## src/verilog/serial_port_pkg.sv

```systemverilog
// How it works
// [RQ1] every register is one byte, bit7 msb
// [RQ2] decode base from switch plus offset
// [RQ3] offset 0 read pops oldest received char
// [RQ4] offset 0 write loads transmit holding
// [RQ5] access bit routes offsets 0,1 to divisor
// [RQ6] divisor bytes form one 16-bit rate divider
// [RQ7] software picks divisor inverse to bit rate
// [RQ8] line control: length, stop, parity, break, access
// [RQ9] modem control bit 1 drives rts
// [RQ10] line status 0-4: ready, overrun, parity, framing, break
// [RQ11] line status 5: transmit holding empty
// [RQ12] line status 6: shifter empty too
// [RQ13] line status 7: error char in fifo
// [RQ14] modem status deltas and present levels
// [RQ15] ring delta only on trailing edge
// [RQ16] offset 1 holds four interrupt enables
// [RQ17] fifo control: enable, clears, mode, trigger
// [RQ18] offset 7 is a plain scratch byte
`default_nettype none
package serial_port_pkg;
    localparam logic [2:0] off_data = 3'h0;
    localparam logic [2:0] off_enables = 3'h1;
    localparam logic [2:0] off_fifo_control = 3'h2;
    localparam logic [2:0] off_line_control = 3'h3;
    localparam logic [2:0] off_modem_control = 3'h4;
    localparam logic [2:0] off_line_status = 3'h5;
    localparam logic [2:0] off_modem_status = 3'h6;
    localparam logic [2:0] off_scratch = 3'h7;
    localparam logic [15:0] divisor_reset = 16'h0001;
    localparam logic [7:0] line_control_reset = 8'h03;
    localparam logic [7:0] byte_reset = 8'h00;
    localparam int fifo_depth = 16;
    localparam logic [3:0] sub_mid = 4'h7;
    localparam logic [3:0] sub_last = 4'hf;
    localparam logic [5:0] stop_one = 6'h0f;
    localparam logic [5:0] stop_one_half = 6'h17;
    localparam logic [5:0] stop_two = 6'h1f;
    localparam logic [4:0] trig_1 = 5'h01;
    localparam logic [4:0] trig_4 = 5'h04;
    localparam logic [4:0] trig_8 = 5'h08;
    localparam logic [4:0] trig_14 = 5'h0e;

    typedef struct packed {
        logic rd;
        logic wr;
        logic [9:0] addr;
        logic [7:0] wdata;
    } io_req_t;

    typedef struct packed {
        logic cts;
        logic dsr;
        logic ri;
        logic dcd;
    } modem_in_t;

    typedef struct packed {
        logic bi;
        logic fe;
        logic pe;
        logic [7:0] data;
    } rx_entry_t;
endpackage : serial_port_pkg
`default_nettype wire

```

## src/verilog/async_serial_port_regs.sv

```systemverilog
`timescale 1ns/1ps
`default_nettype none
module async_serial_port_regs import serial_port_pkg::*; (
    input wire logic mclk,
    input wire logic resetn,
    input wire io_req_t io,
    input wire logic [6:0] port_one_base_switch,
    output logic [7:0] rdata,
    input wire logic serial_in,
    output logic serial_out,
    input wire modem_in_t modem,
    output logic rts,
    output logic receive_ready_signal,
    output logic transmit_ready_signal
);
    typedef enum {st_idle, st_start, st_data, st_par, st_stop} line_state_t;

    // ****************************************
    // registers and decode
    // ****************************************
    logic [15:0] divisor;
    logic [7:0] line_control, modem_control, interrupt_enables, scratch_byte;
    logic fifo_en, rdy_mode, overrun;
    logic [1:0] trig_sel;
    logic [3:0] msr_delta;
    modem_in_t modem_q;
    logic hit, wr, rd, divisor_access_bit, clr_rx, clr_tx;
    logic [2:0] off;

    assign hit = io.addr[9:3] == port_one_base_switch; // [RQ2]
    assign off = io.addr[2:0];
    assign wr = io.wr && hit;
    assign rd = io.rd && hit;
    assign divisor_access_bit = line_control[7]; // [RQ8]
    assign clr_rx = wr && off == off_fifo_control && (io.wdata[1] || io.wdata[0] != fifo_en);
    assign clr_tx = wr && off == off_fifo_control && (io.wdata[2] || io.wdata[0] != fifo_en);

    function automatic logic [4:0] trig_level(input logic [1:0] sel);
        unique case (sel)
            2'h0: trig_level = trig_1;
            2'h1: trig_level = trig_4;
            2'h2: trig_level = trig_8;
            2'h3: trig_level = trig_14;
        endcase
    endfunction : trig_level

    // expected parity for len data bits under the current line control
    function automatic logic parity_of(input logic [7:0] d, input logic [7:0] lc);
        logic [7:0] m;
        m = d & (8'hff >> (3'h3 - lc[1:0]));
        if (lc[5])
            parity_of = !lc[4];
        else
            parity_of = lc[4] ? ^m : ~^m;
    endfunction : parity_of

    always_ff @(posedge mclk or negedge resetn) begin
        if (!resetn) begin
            divisor <= divisor_reset;
            line_control <= line_control_reset;
            modem_control <= byte_reset;
            interrupt_enables <= byte_reset;
            scratch_byte <= byte_reset;
            fifo_en <= 1'b0;
            rdy_mode <= 1'b0;
            trig_sel <= 2'h0;
        end else if (wr) begin
            unique case (off)
                off_data: if (divisor_access_bit) divisor[7:0] <= io.wdata; // [RQ5]
                off_enables: begin
                    if (divisor_access_bit)
                        divisor[15:8] <= io.wdata; // [RQ5] [RQ6]
                    else
                        interrupt_enables <= {4'h0, io.wdata[3:0]}; // [RQ16]
                end
                off_fifo_control: begin
                    fifo_en <= io.wdata[0]; // [RQ17]
                    rdy_mode <= io.wdata[3];
                    trig_sel <= io.wdata[7:6];
                end
                off_line_control: line_control <= io.wdata; // [RQ8]
                off_modem_control: modem_control <= io.wdata;
                off_scratch: scratch_byte <= io.wdata; // [RQ18]
                default: ;
            endcase
        end
    end

    // ****************************************
    // baud tick: sixteen per bit
    // ****************************************
    logic [15:0] baud_cnt;
    logic tick;
    always_ff @(posedge mclk or negedge resetn) begin
        if (!resetn) begin
            baud_cnt <= 16'h0000;
            tick <= 1'b0;
        end else if (baud_cnt + 16'h0001 >= divisor) begin // [RQ6]
            baud_cnt <= 16'h0000;
            tick <= 1'b1;
        end else begin
            baud_cnt <= baud_cnt + 16'h0001;
            tick <= 1'b0;
        end
    end

    // ****************************************
    // fifos; depth one while fifos are off
    // ****************************************
    rx_entry_t rx_mem [fifo_depth];
    logic [7:0] tx_mem [fifo_depth];
    logic [3:0] rx_wr, rx_rd, tx_wr, tx_rd;
    logic [4:0] rx_count, tx_count, depth, err_count;
    logic rx_push, rx_pop, tx_push, tx_pop, rx_full, tx_empty, tx_busy;
    rx_entry_t rx_new, rx_top;
    logic [7:0] rx_top_data;

    assign depth = fifo_en ? 5'(fifo_depth) : 5'h01;
    assign rx_full = rx_count >= depth;
    assign tx_empty = tx_count == 5'h00;
    assign rx_top = rx_mem[rx_rd];
    assign rx_top_data = rx_top.data;
    assign rx_pop = rd && off == off_data && !divisor_access_bit && rx_count != 5'h00; // [RQ3]
    assign tx_push = wr && off == off_data && !divisor_access_bit && tx_count < depth; // [RQ4]

    always_ff @(posedge mclk) begin
        if (rx_push && !rx_full)
            rx_mem[rx_wr] <= rx_new;
        if (tx_push)
            tx_mem[tx_wr] <= io.wdata;
    end

    always_ff @(posedge mclk or negedge resetn) begin
        if (!resetn) begin
            rx_wr <= 4'h0;
            rx_rd <= 4'h0;
            rx_count <= 5'h00;
            err_count <= 5'h00;
        end else if (clr_rx) begin
            rx_wr <= 4'h0;
            rx_rd <= 4'h0;
            rx_count <= 5'h00;
            err_count <= 5'h00;
        end else begin
            if (rx_push && !rx_full)
                rx_wr <= rx_wr + 4'h1;
            if (rx_pop)
                rx_rd <= rx_rd + 4'h1;
            rx_count <= rx_count + 5'(rx_push && !rx_full) - 5'(rx_pop);
            err_count <= err_count + 5'(rx_push && !rx_full && (rx_new.pe | rx_new.fe | rx_new.bi))
                - 5'(rx_pop && (rx_top.pe | rx_top.fe | rx_top.bi)); // [RQ13]
        end
    end

    always_ff @(posedge mclk or negedge resetn) begin
        if (!resetn) begin
            tx_wr <= 4'h0;
            tx_rd <= 4'h0;
            tx_count <= 5'h00;
        end else if (clr_tx) begin
            tx_wr <= 4'h0;
            tx_rd <= 4'h0;
            tx_count <= 5'h00;
        end else begin
            if (tx_push)
                tx_wr <= tx_wr + 4'h1;
            if (tx_pop)
                tx_rd <= tx_rd + 4'h1;
            tx_count <= tx_count + 5'(tx_push) - 5'(tx_pop);
        end
    end

    // ****************************************
    // receiver
    // ****************************************
    line_state_t rx_state;
    logic [3:0] rx_sub;
    logic [2:0] rx_bit;
    logic [7:0] rx_shift;
    logic rx_perr, rx_zero;
    assign rx_new = '{bi: rx_zero && !serial_in, fe: !serial_in, pe: rx_perr, data: rx_shift};
    assign rx_push = tick && rx_state == st_stop && rx_sub == sub_last;

    always_ff @(posedge mclk or negedge resetn) begin
        if (!resetn) begin
            rx_state <= st_idle;
            rx_sub <= 4'h0;
            rx_bit <= 3'h0;
            rx_shift <= 8'h00;
            rx_perr <= 1'b0;
            rx_zero <= 1'b0;
        end else if (tick) begin
            rx_sub <= rx_sub + 4'h1;
            unique case (rx_state)
                st_idle: begin
                    rx_sub <= 4'h0;
                    if (!serial_in) rx_state <= st_start;
                end
                st_start: if (rx_sub == sub_mid) begin
                    rx_sub <= 4'h0;
                    rx_bit <= 3'h0;
                    rx_shift <= 8'h00;
                    rx_perr <= 1'b0;
                    rx_zero <= 1'b1;
                    rx_state <= serial_in ? st_idle : st_data;
                end
                st_data: if (rx_sub == sub_last) begin
                    rx_shift[rx_bit] <= serial_in;
                    rx_zero <= rx_zero && !serial_in;
                    rx_bit <= rx_bit + 3'h1;
                    if (rx_bit == {1'b1, line_control[1:0]})
                        rx_state <= line_control[3] ? st_par : st_stop;
                end
                st_par: if (rx_sub == sub_last) begin
                    rx_perr <= serial_in != parity_of(rx_shift, line_control);
                    rx_zero <= rx_zero && !serial_in;
                    rx_state <= st_stop;
                end
                st_stop: if (rx_sub == sub_last) rx_state <= st_idle;
            endcase
        end
    end

    // ****************************************
    // transmitter
    // ****************************************
    line_state_t tx_state;
    logic [3:0] tx_sub;
    logic [5:0] tx_stop;
    logic [2:0] tx_bit;
    logic [7:0] tx_shift;
    logic tx_line;
    assign tx_pop = tick && tx_state == st_idle && !tx_empty && !clr_tx;
    assign tx_busy = tx_state != st_idle;

    always_ff @(posedge mclk or negedge resetn) begin
        if (!resetn) begin
            tx_state <= st_idle;
            tx_sub <= 4'h0;
            tx_stop <= 6'h00;
            tx_bit <= 3'h0;
            tx_shift <= 8'h00;
            tx_line <= 1'b1;
        end else if (tick) begin
            tx_sub <= tx_sub + 4'h1;
            unique case (tx_state)
                st_idle: begin
                    tx_line <= 1'b1;
                    tx_sub <= 4'h0;
                    if (tx_pop) begin
                        tx_shift <= tx_mem[tx_rd];
                        tx_line <= 1'b0;
                        tx_state <= st_start;
                    end
                end
                st_start: if (tx_sub == sub_last) begin
                    tx_bit <= 3'h0;
                    tx_line <= tx_shift[0];
                    tx_state <= st_data;
                end
                st_data: if (tx_sub == sub_last) begin
                    tx_bit <= tx_bit + 3'h1;
                    tx_line <= tx_shift[3'(tx_bit + 3'h1)];
                    if (tx_bit == {1'b1, line_control[1:0]}) begin
                        tx_line <= line_control[3] ? parity_of(tx_shift, line_control) : 1'b1;
                        tx_state <= line_control[3] ? st_par : st_stop;
                        tx_stop <= 6'h00;
                    end
                end
                st_par: if (tx_sub == sub_last) begin
                    tx_line <= 1'b1;
                    tx_stop <= 6'h00;
                    tx_state <= st_stop;
                end
                st_stop: begin
                    tx_stop <= tx_stop + 6'h01;
                    // 1.5 stop bits apply only to 5-bit characters
                    if (tx_stop == (!line_control[2] ? stop_one
                        : line_control[1:0] == 2'h0 ? stop_one_half : stop_two))
                        tx_state <= st_idle;
                end
            endcase
        end
    end

    // ****************************************
    // status, modem and read data
    // ****************************************
    logic [7:0] lsr_now, msr_now;
    assign lsr_now = {err_count != 5'h00, // [RQ13]
                      tx_empty && !tx_busy, // [RQ12]
                      tx_empty, // [RQ11]
                      rx_top.bi && rx_count != 5'h00,
                      rx_top.fe && rx_count != 5'h00,
                      rx_top.pe && rx_count != 5'h00,
                      overrun, rx_count != 5'h00}; // [RQ10]
    assign msr_now = {modem.dcd, modem.ri, modem.dsr, modem.cts, msr_delta}; // [RQ14]

    always_ff @(posedge mclk or negedge resetn) begin
        if (!resetn)
            overrun <= 1'b0;
        else if (rx_push && rx_full && !clr_rx)
            overrun <= 1'b1; // set wins over the read clear
        else if (rd && off == off_line_status)
            overrun <= 1'b0;
    end

    always_ff @(posedge mclk or negedge resetn) begin
        if (!resetn) begin
            modem_q <= '0;
            msr_delta <= 4'h0;
        end else begin
            modem_q <= modem;
            msr_delta <= ((rd && off == off_modem_status) ? 4'h0 : msr_delta)
                | {modem.dcd != modem_q.dcd, // [RQ14]
                   modem_q.ri && !modem.ri, // [RQ15]
                   modem.dsr != modem_q.dsr, modem.cts != modem_q.cts};
        end
    end

    always_ff @(posedge mclk or negedge resetn) begin
        if (!resetn) begin
            rdata <= 8'h00;
        end else if (rd) begin
            unique case (off) // [RQ1]
                off_data: rdata <= divisor_access_bit ? divisor[7:0] : rx_top_data; // [RQ3] [RQ5]
                off_enables: rdata <= divisor_access_bit ? divisor[15:8] : interrupt_enables;
                off_fifo_control: rdata <= 8'h00;
                off_line_control: rdata <= line_control;
                off_modem_control: rdata <= modem_control;
                off_line_status: rdata <= lsr_now;
                off_modem_status: rdata <= msr_now;
                off_scratch: rdata <= scratch_byte;
            endcase
        end
    end

    // pins: break holds the line low regardless of the shifter
    always_ff @(posedge mclk or negedge resetn) begin
        if (!resetn) begin
            serial_out <= 1'b1;
            rts <= 1'b0;
            receive_ready_signal <= 1'b0;
            transmit_ready_signal <= 1'b0;
        end else begin
            serial_out <= line_control[6] ? 1'b0 : tx_line; // [RQ8]
            rts <= modem_control[1]; // [RQ9]
            receive_ready_signal <= rdy_mode ? rx_count >= trig_level(trig_sel)
                : rx_count != 5'h00; // [RQ17]
            transmit_ready_signal <= rdy_mode ? tx_count < depth : tx_empty;
        end
    end

    // ****************************************
    // assertions
    // ****************************************
    property p_rts;
        @(posedge mclk) disable iff (!resetn)
        (wr && off == off_modem_control) |-> ##2 rts == $past(io.wdata[1], 2);
    endproperty
    a_rts: assert property (p_rts) else $error("rts does not follow modem control"); // [RQ9]
    property p_rx_read;
        @(posedge mclk) disable iff (!resetn)
        rx_pop |=> rdata == $past(rx_top_data);
    endproperty
    a_rx_read: assert property (p_rx_read) else $error("wrong received byte"); // [RQ3]
    property p_tx_load;
        @(posedge mclk) disable iff (!resetn)
        (tx_push && tx_empty && !tx_pop && !clr_tx) |=> tx_count == 5'h01 && !lsr_now[5];
    endproperty
    a_tx_load: assert property (p_tx_load) else $error("holding write lost"); // [RQ4]
    property p_div_low;
        @(posedge mclk) disable iff (!resetn)
        (wr && off == off_data && divisor_access_bit) |=> divisor[7:0] == $past(io.wdata)
            && tx_count == $past(tx_count) - 5'($past(tx_pop));
    endproperty
    a_div_low: assert property (p_div_low) else $error("divisor low byte write wrong"); // [RQ5]
    property p_thre;
        @(posedge mclk) disable iff (!resetn)
        (rd && off == off_line_status) |=> rdata[5] == $past(tx_empty)
            && rdata[0] == $past(rx_count != 5'h00);
    endproperty
    a_thre: assert property (p_thre) else $error("line status bits wrong"); // [RQ11] [RQ10]
    property p_temt;
        @(posedge mclk) disable iff (!resetn)
        lsr_now[6] |-> tx_line;
    endproperty
    a_temt: assert property (p_temt) else $error("shifter empty while line not idle"); // [RQ12]
    property p_ring;
        @(posedge mclk) disable iff (!resetn)
        (modem_q.ri != modem.ri && !msr_delta[2]) |=> msr_delta[2] == $past(modem_q.ri);
    endproperty
    a_ring: assert property (p_ring) else $error("ring trailing edge missed"); // [RQ15]
    property p_break;
        @(posedge mclk) disable iff (!resetn)
        line_control[6] [*2] |-> !serial_out;
    endproperty
    a_break: assert property (p_break) else $error("break not driven"); // [RQ8]
    c_rx: cover property (@(posedge mclk) disable iff (!resetn) rx_push && !rx_full);
    c_tx: cover property (@(posedge mclk) disable iff (!resetn) tx_pop);
    c_overrun: cover property (@(posedge mclk) disable iff (!resetn) rx_push && rx_full);
endmodule : async_serial_port_regs
`default_nettype wire

```

## config.mk

```make
export PLATFORM = sky130hd
export DESIGN_NAME = async_serial_port_regs
export DESIGN_NICKNAME = d
export VERILOG_FILES = /design/src/verilog/serial_port_pkg.sv /design/src/verilog/async_serial_port_regs.sv
export SDC_FILE = /design/constraint.sdc
export NUM_CORES = 1
export LEC_CHECK = 0
export BUFFER_PORTS_ARGS = -buffer_cell sky130_fd_sc_hd__buf_2
export CAP_MARGIN = 10
export CORE_MARGIN = 2
export CORE_UTILIZATION = 50
export DETAILED_ROUTE_END_ITERATION = 7
export GPL_ROUTABILITY_DRIVEN = 0
export GPL_TIMING_DRIVEN = 0
export PLACE_DENSITY = 0.77
export SYNTH_ARGS = -nofsm -noshare
export SYNTH_HDL_FRONTEND = slang
export SYNTH_SLANG_ARGS = --single-unit
export TNS_END_PERCENT = 20
```

## constraint.sdc

```tcl
create_clock -name mclk -period 4.89 [get_ports mclk]
set_clock_uncertainty 0.2 [all_clocks]
set_input_delay 0.489 -clock mclk [delete_from_list [all_inputs] [get_ports mclk]]
set_output_delay 0.489 -clock mclk [all_outputs]
set_load 0.005 [all_outputs]
```

==> impl_metrics.csv <==
group,metric,value,unit
status,status,"finished clean",
synthesis,ys_ff_latch,466,
placed_design,io_buffers,44,
timing,finalCritPeriodShare,89.6,%
clock_network,cts.htree.levels,2,
routing,wl_per_cell,22.1,um
clock_network,cts.sinks,466,
timing,worstMarginPinSlew,1.27,ns
critical_path,arrival,4.66,ns
timing,min_period,4.38,ns
die,die_w,209,um
critical_path,r2r_slack,0.51,ns
power_and_ir_drop,power_frac_comb,6.3,%
routing,wl,48000,um
synthesis,synthFlopType,"edfxtp_1",
routing,drcViolationCount,0,
timing,slew_violations,0,
grt,grt_pass1_wl,74900,um
synthesis,syn_area,21100,sq um
timing,final.setup.tns,0,ns
critical_path,end_kind,"flop",
flow_run,maxCapViolCount,0,
die,die_h,209,um
timing,finalHoldViolations,0,
grt,grt_pass1_vias,13400,
synthesis,synth_area_per_cell,14.2,sq um
synthesis,synthArstFlopShare,34.8,%
power_and_ir_drop,clkPwrFrac,40.6,%
finish,n_antenna_cell,0,
timing,fin_hold_ws,0.139,ns
clock_network,clkTransAtPathRegs,0.06,ns
routing,ant_nets,0,
clock_network,cts-buffers-inserted,45,
grt,antenna_found_initial,0,
synthesis,synth.area.top_cells,"edfxtp_1 43%, dfrtp_1 19%, mux4_2 8.6%, ha_1 3.6%, mux2_2 2.2%",
power_and_ir_drop,p_leak,9.00,nW
critical_path,cp-start-kind,"flop",
power_and_ir_drop,power.density,344,nW/um^2
routing,viasPerCell,5.98,
power_and_ir_drop,p_sw,1.83,mW
grt,gr-total-overflow,0,
routing,vias,13000,
timing,fmax,228,MHz
synthesis,yosysWarnings,0,
timing,rsz0062_at_grt,"false",
power_and_ir_drop,switching_share,22.5,%
power_and_ir_drop,power.internal,6.31,mW
routing,first_pass_iters,5,
synthesis,synthDistinctLibCells,71,
clock_network,clockRootBuffer,"clkbuf_16",
clock_network,cts_tree,"done",
critical_path,path_max_fanout,10,
finish,drive_above_1_share,18.3,%
synthesis,synth_common_cells,"304 x edfxtp_1, 157 x dfrtp_1, 108 x nand2_1",
die,row_count,75,
die,start_util,50.4,%
synthesis,yosysMostFrequentCell,"edfxtp_1",
clock_network,cts_resized,0,
critical_path,required,5.17,ns
clock_network,cts_max_path_buffers,3,
timing,finalSetupViolations,0,
synthesis,synthCells,1488,
timing,slew_headroom,15.0,%
synthesis,yosysTopAreaCellShare,43.3,%
critical_path,crit_type,"reg -> reg",
die,die-area,43800,sq um
synthesis,synth-edff-count,304,
synthesis,synthesis.nets,1586,
routing,drt_iter0_drc,1089,
clock_network,clk_latency,0.56,ns
hold_path,hold_path_depth,4,
grt,grt_max_degree,93,
finish,syn_to_final_growth,12.4,%
synthesis,synth_top_cell_by_area,"edfxtp_1",
critical_path,ff2ff_path_depth,17,
synthesis,ys_seq_area_share,62.6,%
grt,grtUsageTotal,22.3,%
die,core,41800,sq um
placed_design,dp_hpwl,32500,um
hold_path,hp-class,"in -> reg",
die,io_pins,46,
finish,fin_nets,1701,
power_and_ir_drop,vdd_drop_max,0.355,mV
power_and_ir_drop,p_seq_share,53.1,%
-- cell type report --
type / instances / area, sq um
buffer: 66 / 283
sequential: 466 / 13200
tap: 539 / 674
clock inverter: 24 / 189
multi-input combinational: 882 / 7410
timing repair buffer: 68 / 458
clock buffer: 58 / 1200
inverter: 74 / 278
fill: 3140 / 18100
-- stage by stage --
stage	std cells	power [mW]	cell area (sq um)	setup slack [ns]	utilization, %
2_1_floorplan	1488	4.70	21100	1.18	-
3_3_place_gp	2071	4.87	22000	0.138	52.6
3_5_place_dp	2088	4.91	22200	0.00617	53.2
4_1_cts	2175	8.18	23700	0.564	56.7
5_1_grt	2177	8.41	23700	0.291	56.7
6_report	2177	8.14	23700	0.507	56.7
-- per-layer routing --
metal	share of wire, %	up-vias	global-route usage [%]	wire (um)
li1	-	5810	-	-
met1	40	6625	27.8	19000
met2	50	449	38.2	23900
met3	6.3	125	4.04	3020
met4	4.4	0	10.2	2110
met5	0	-	0	0
-- critical path, cell delays in order, from the launching register on --
cell and delay [ns]:
dfrtp_1 0.36, clkbuf_1 0.46, clkbuf_1 0.68, mux4_2 0.47, a22oi_1 0.27, nand2_1 0.08, nor2_1 0.11, a21oi_1 0.11
ha_1 0.30, inv_1 0.04, ha_1 0.19, inv_1 0.07, fa_1 0.21, inv_1 0.05, a21oi_1 0.14, nor2_1 0.07
or3_1 0.34, a21oi_1 0.15
-- repair_timing --
item	in CTS	in global routing
hold buffers	5	0
endpoints found under the hold margin	96	0
endpoints found under the setup margin	0	0
buffers inserted	0	0
-- cell families after synthesis --
| logic type | share of synthesized area (%) |
|---|---|
| AO/OA/AOI/OAI | 6.90 |
| XOR/XNOR | 2.64 |
| adder cells (fa/ha/maj) | 3.91 |
| buffers and inverters | 2.66 |
| flip-flops | 62.6 |
| multiplexers | 12.6 |
| AND/OR/NAND/NOR | 8.62 |
-- registers in the layout, summed over array words and instances (netlist names), 6 cells and up --
register	count
baud_cnt	16
divisor	16
line_control	8
modem_control	8
rdata	8
rx_mem	176
rx_shift	8
scratch_byte	8
tx_mem	128
tx_shift	8
tx_stop	6
-- final timing paths --
| kind | startpoint | to |
|---|---|---|
| setup / recovery | rx_rd[1] | err_count[4] |
| hold / removal | serial_in | rx_zero |
| setup reg to reg | rx_rd[1] | err_count[4] |
| hold reg to reg | modem_control[1] | rts |
| max in group asynchronous | resetn | serial_out |
| min in group asynchronous | resetn | tx_wr[2] |
-- power by group through the flow --
stage	clock [mW]	combinational [mW]	sequential [mW]
5_1_grt	3.51	0.573	4.33
4_1_cts	3.34	0.512	4.32
3_5_place_dp	0	0.504	4.40
6_report	3.30	0.511	4.33
3_3_place_gp	0	0.474	4.40
2_1_floorplan	0	0.329	4.37
-- cell usage in the layout, fill, tap and decap left out, drive strengths merged, types with 13 or more instances in the layout --
master  Yosys  routed
mux2i      40      40
clkbuf     44     102
a22oi      14      14
o21ai      82      82
a21oi      49      49
mux4       80      80
edfxtp    304     304
clkinv      1      17
and3       16      16
xor2       22      22
nor4       13      13
nor2b      32      32
buf        22      85
nor3       17      17
xnor2      39      39
mux2       41      41
ha         61      61
nand2     108     108
nand3      26      26
inv        73      74
nor2       93      93
dfrtp     157     157
No activity file was read; power rests on OpenSTA's default activity.
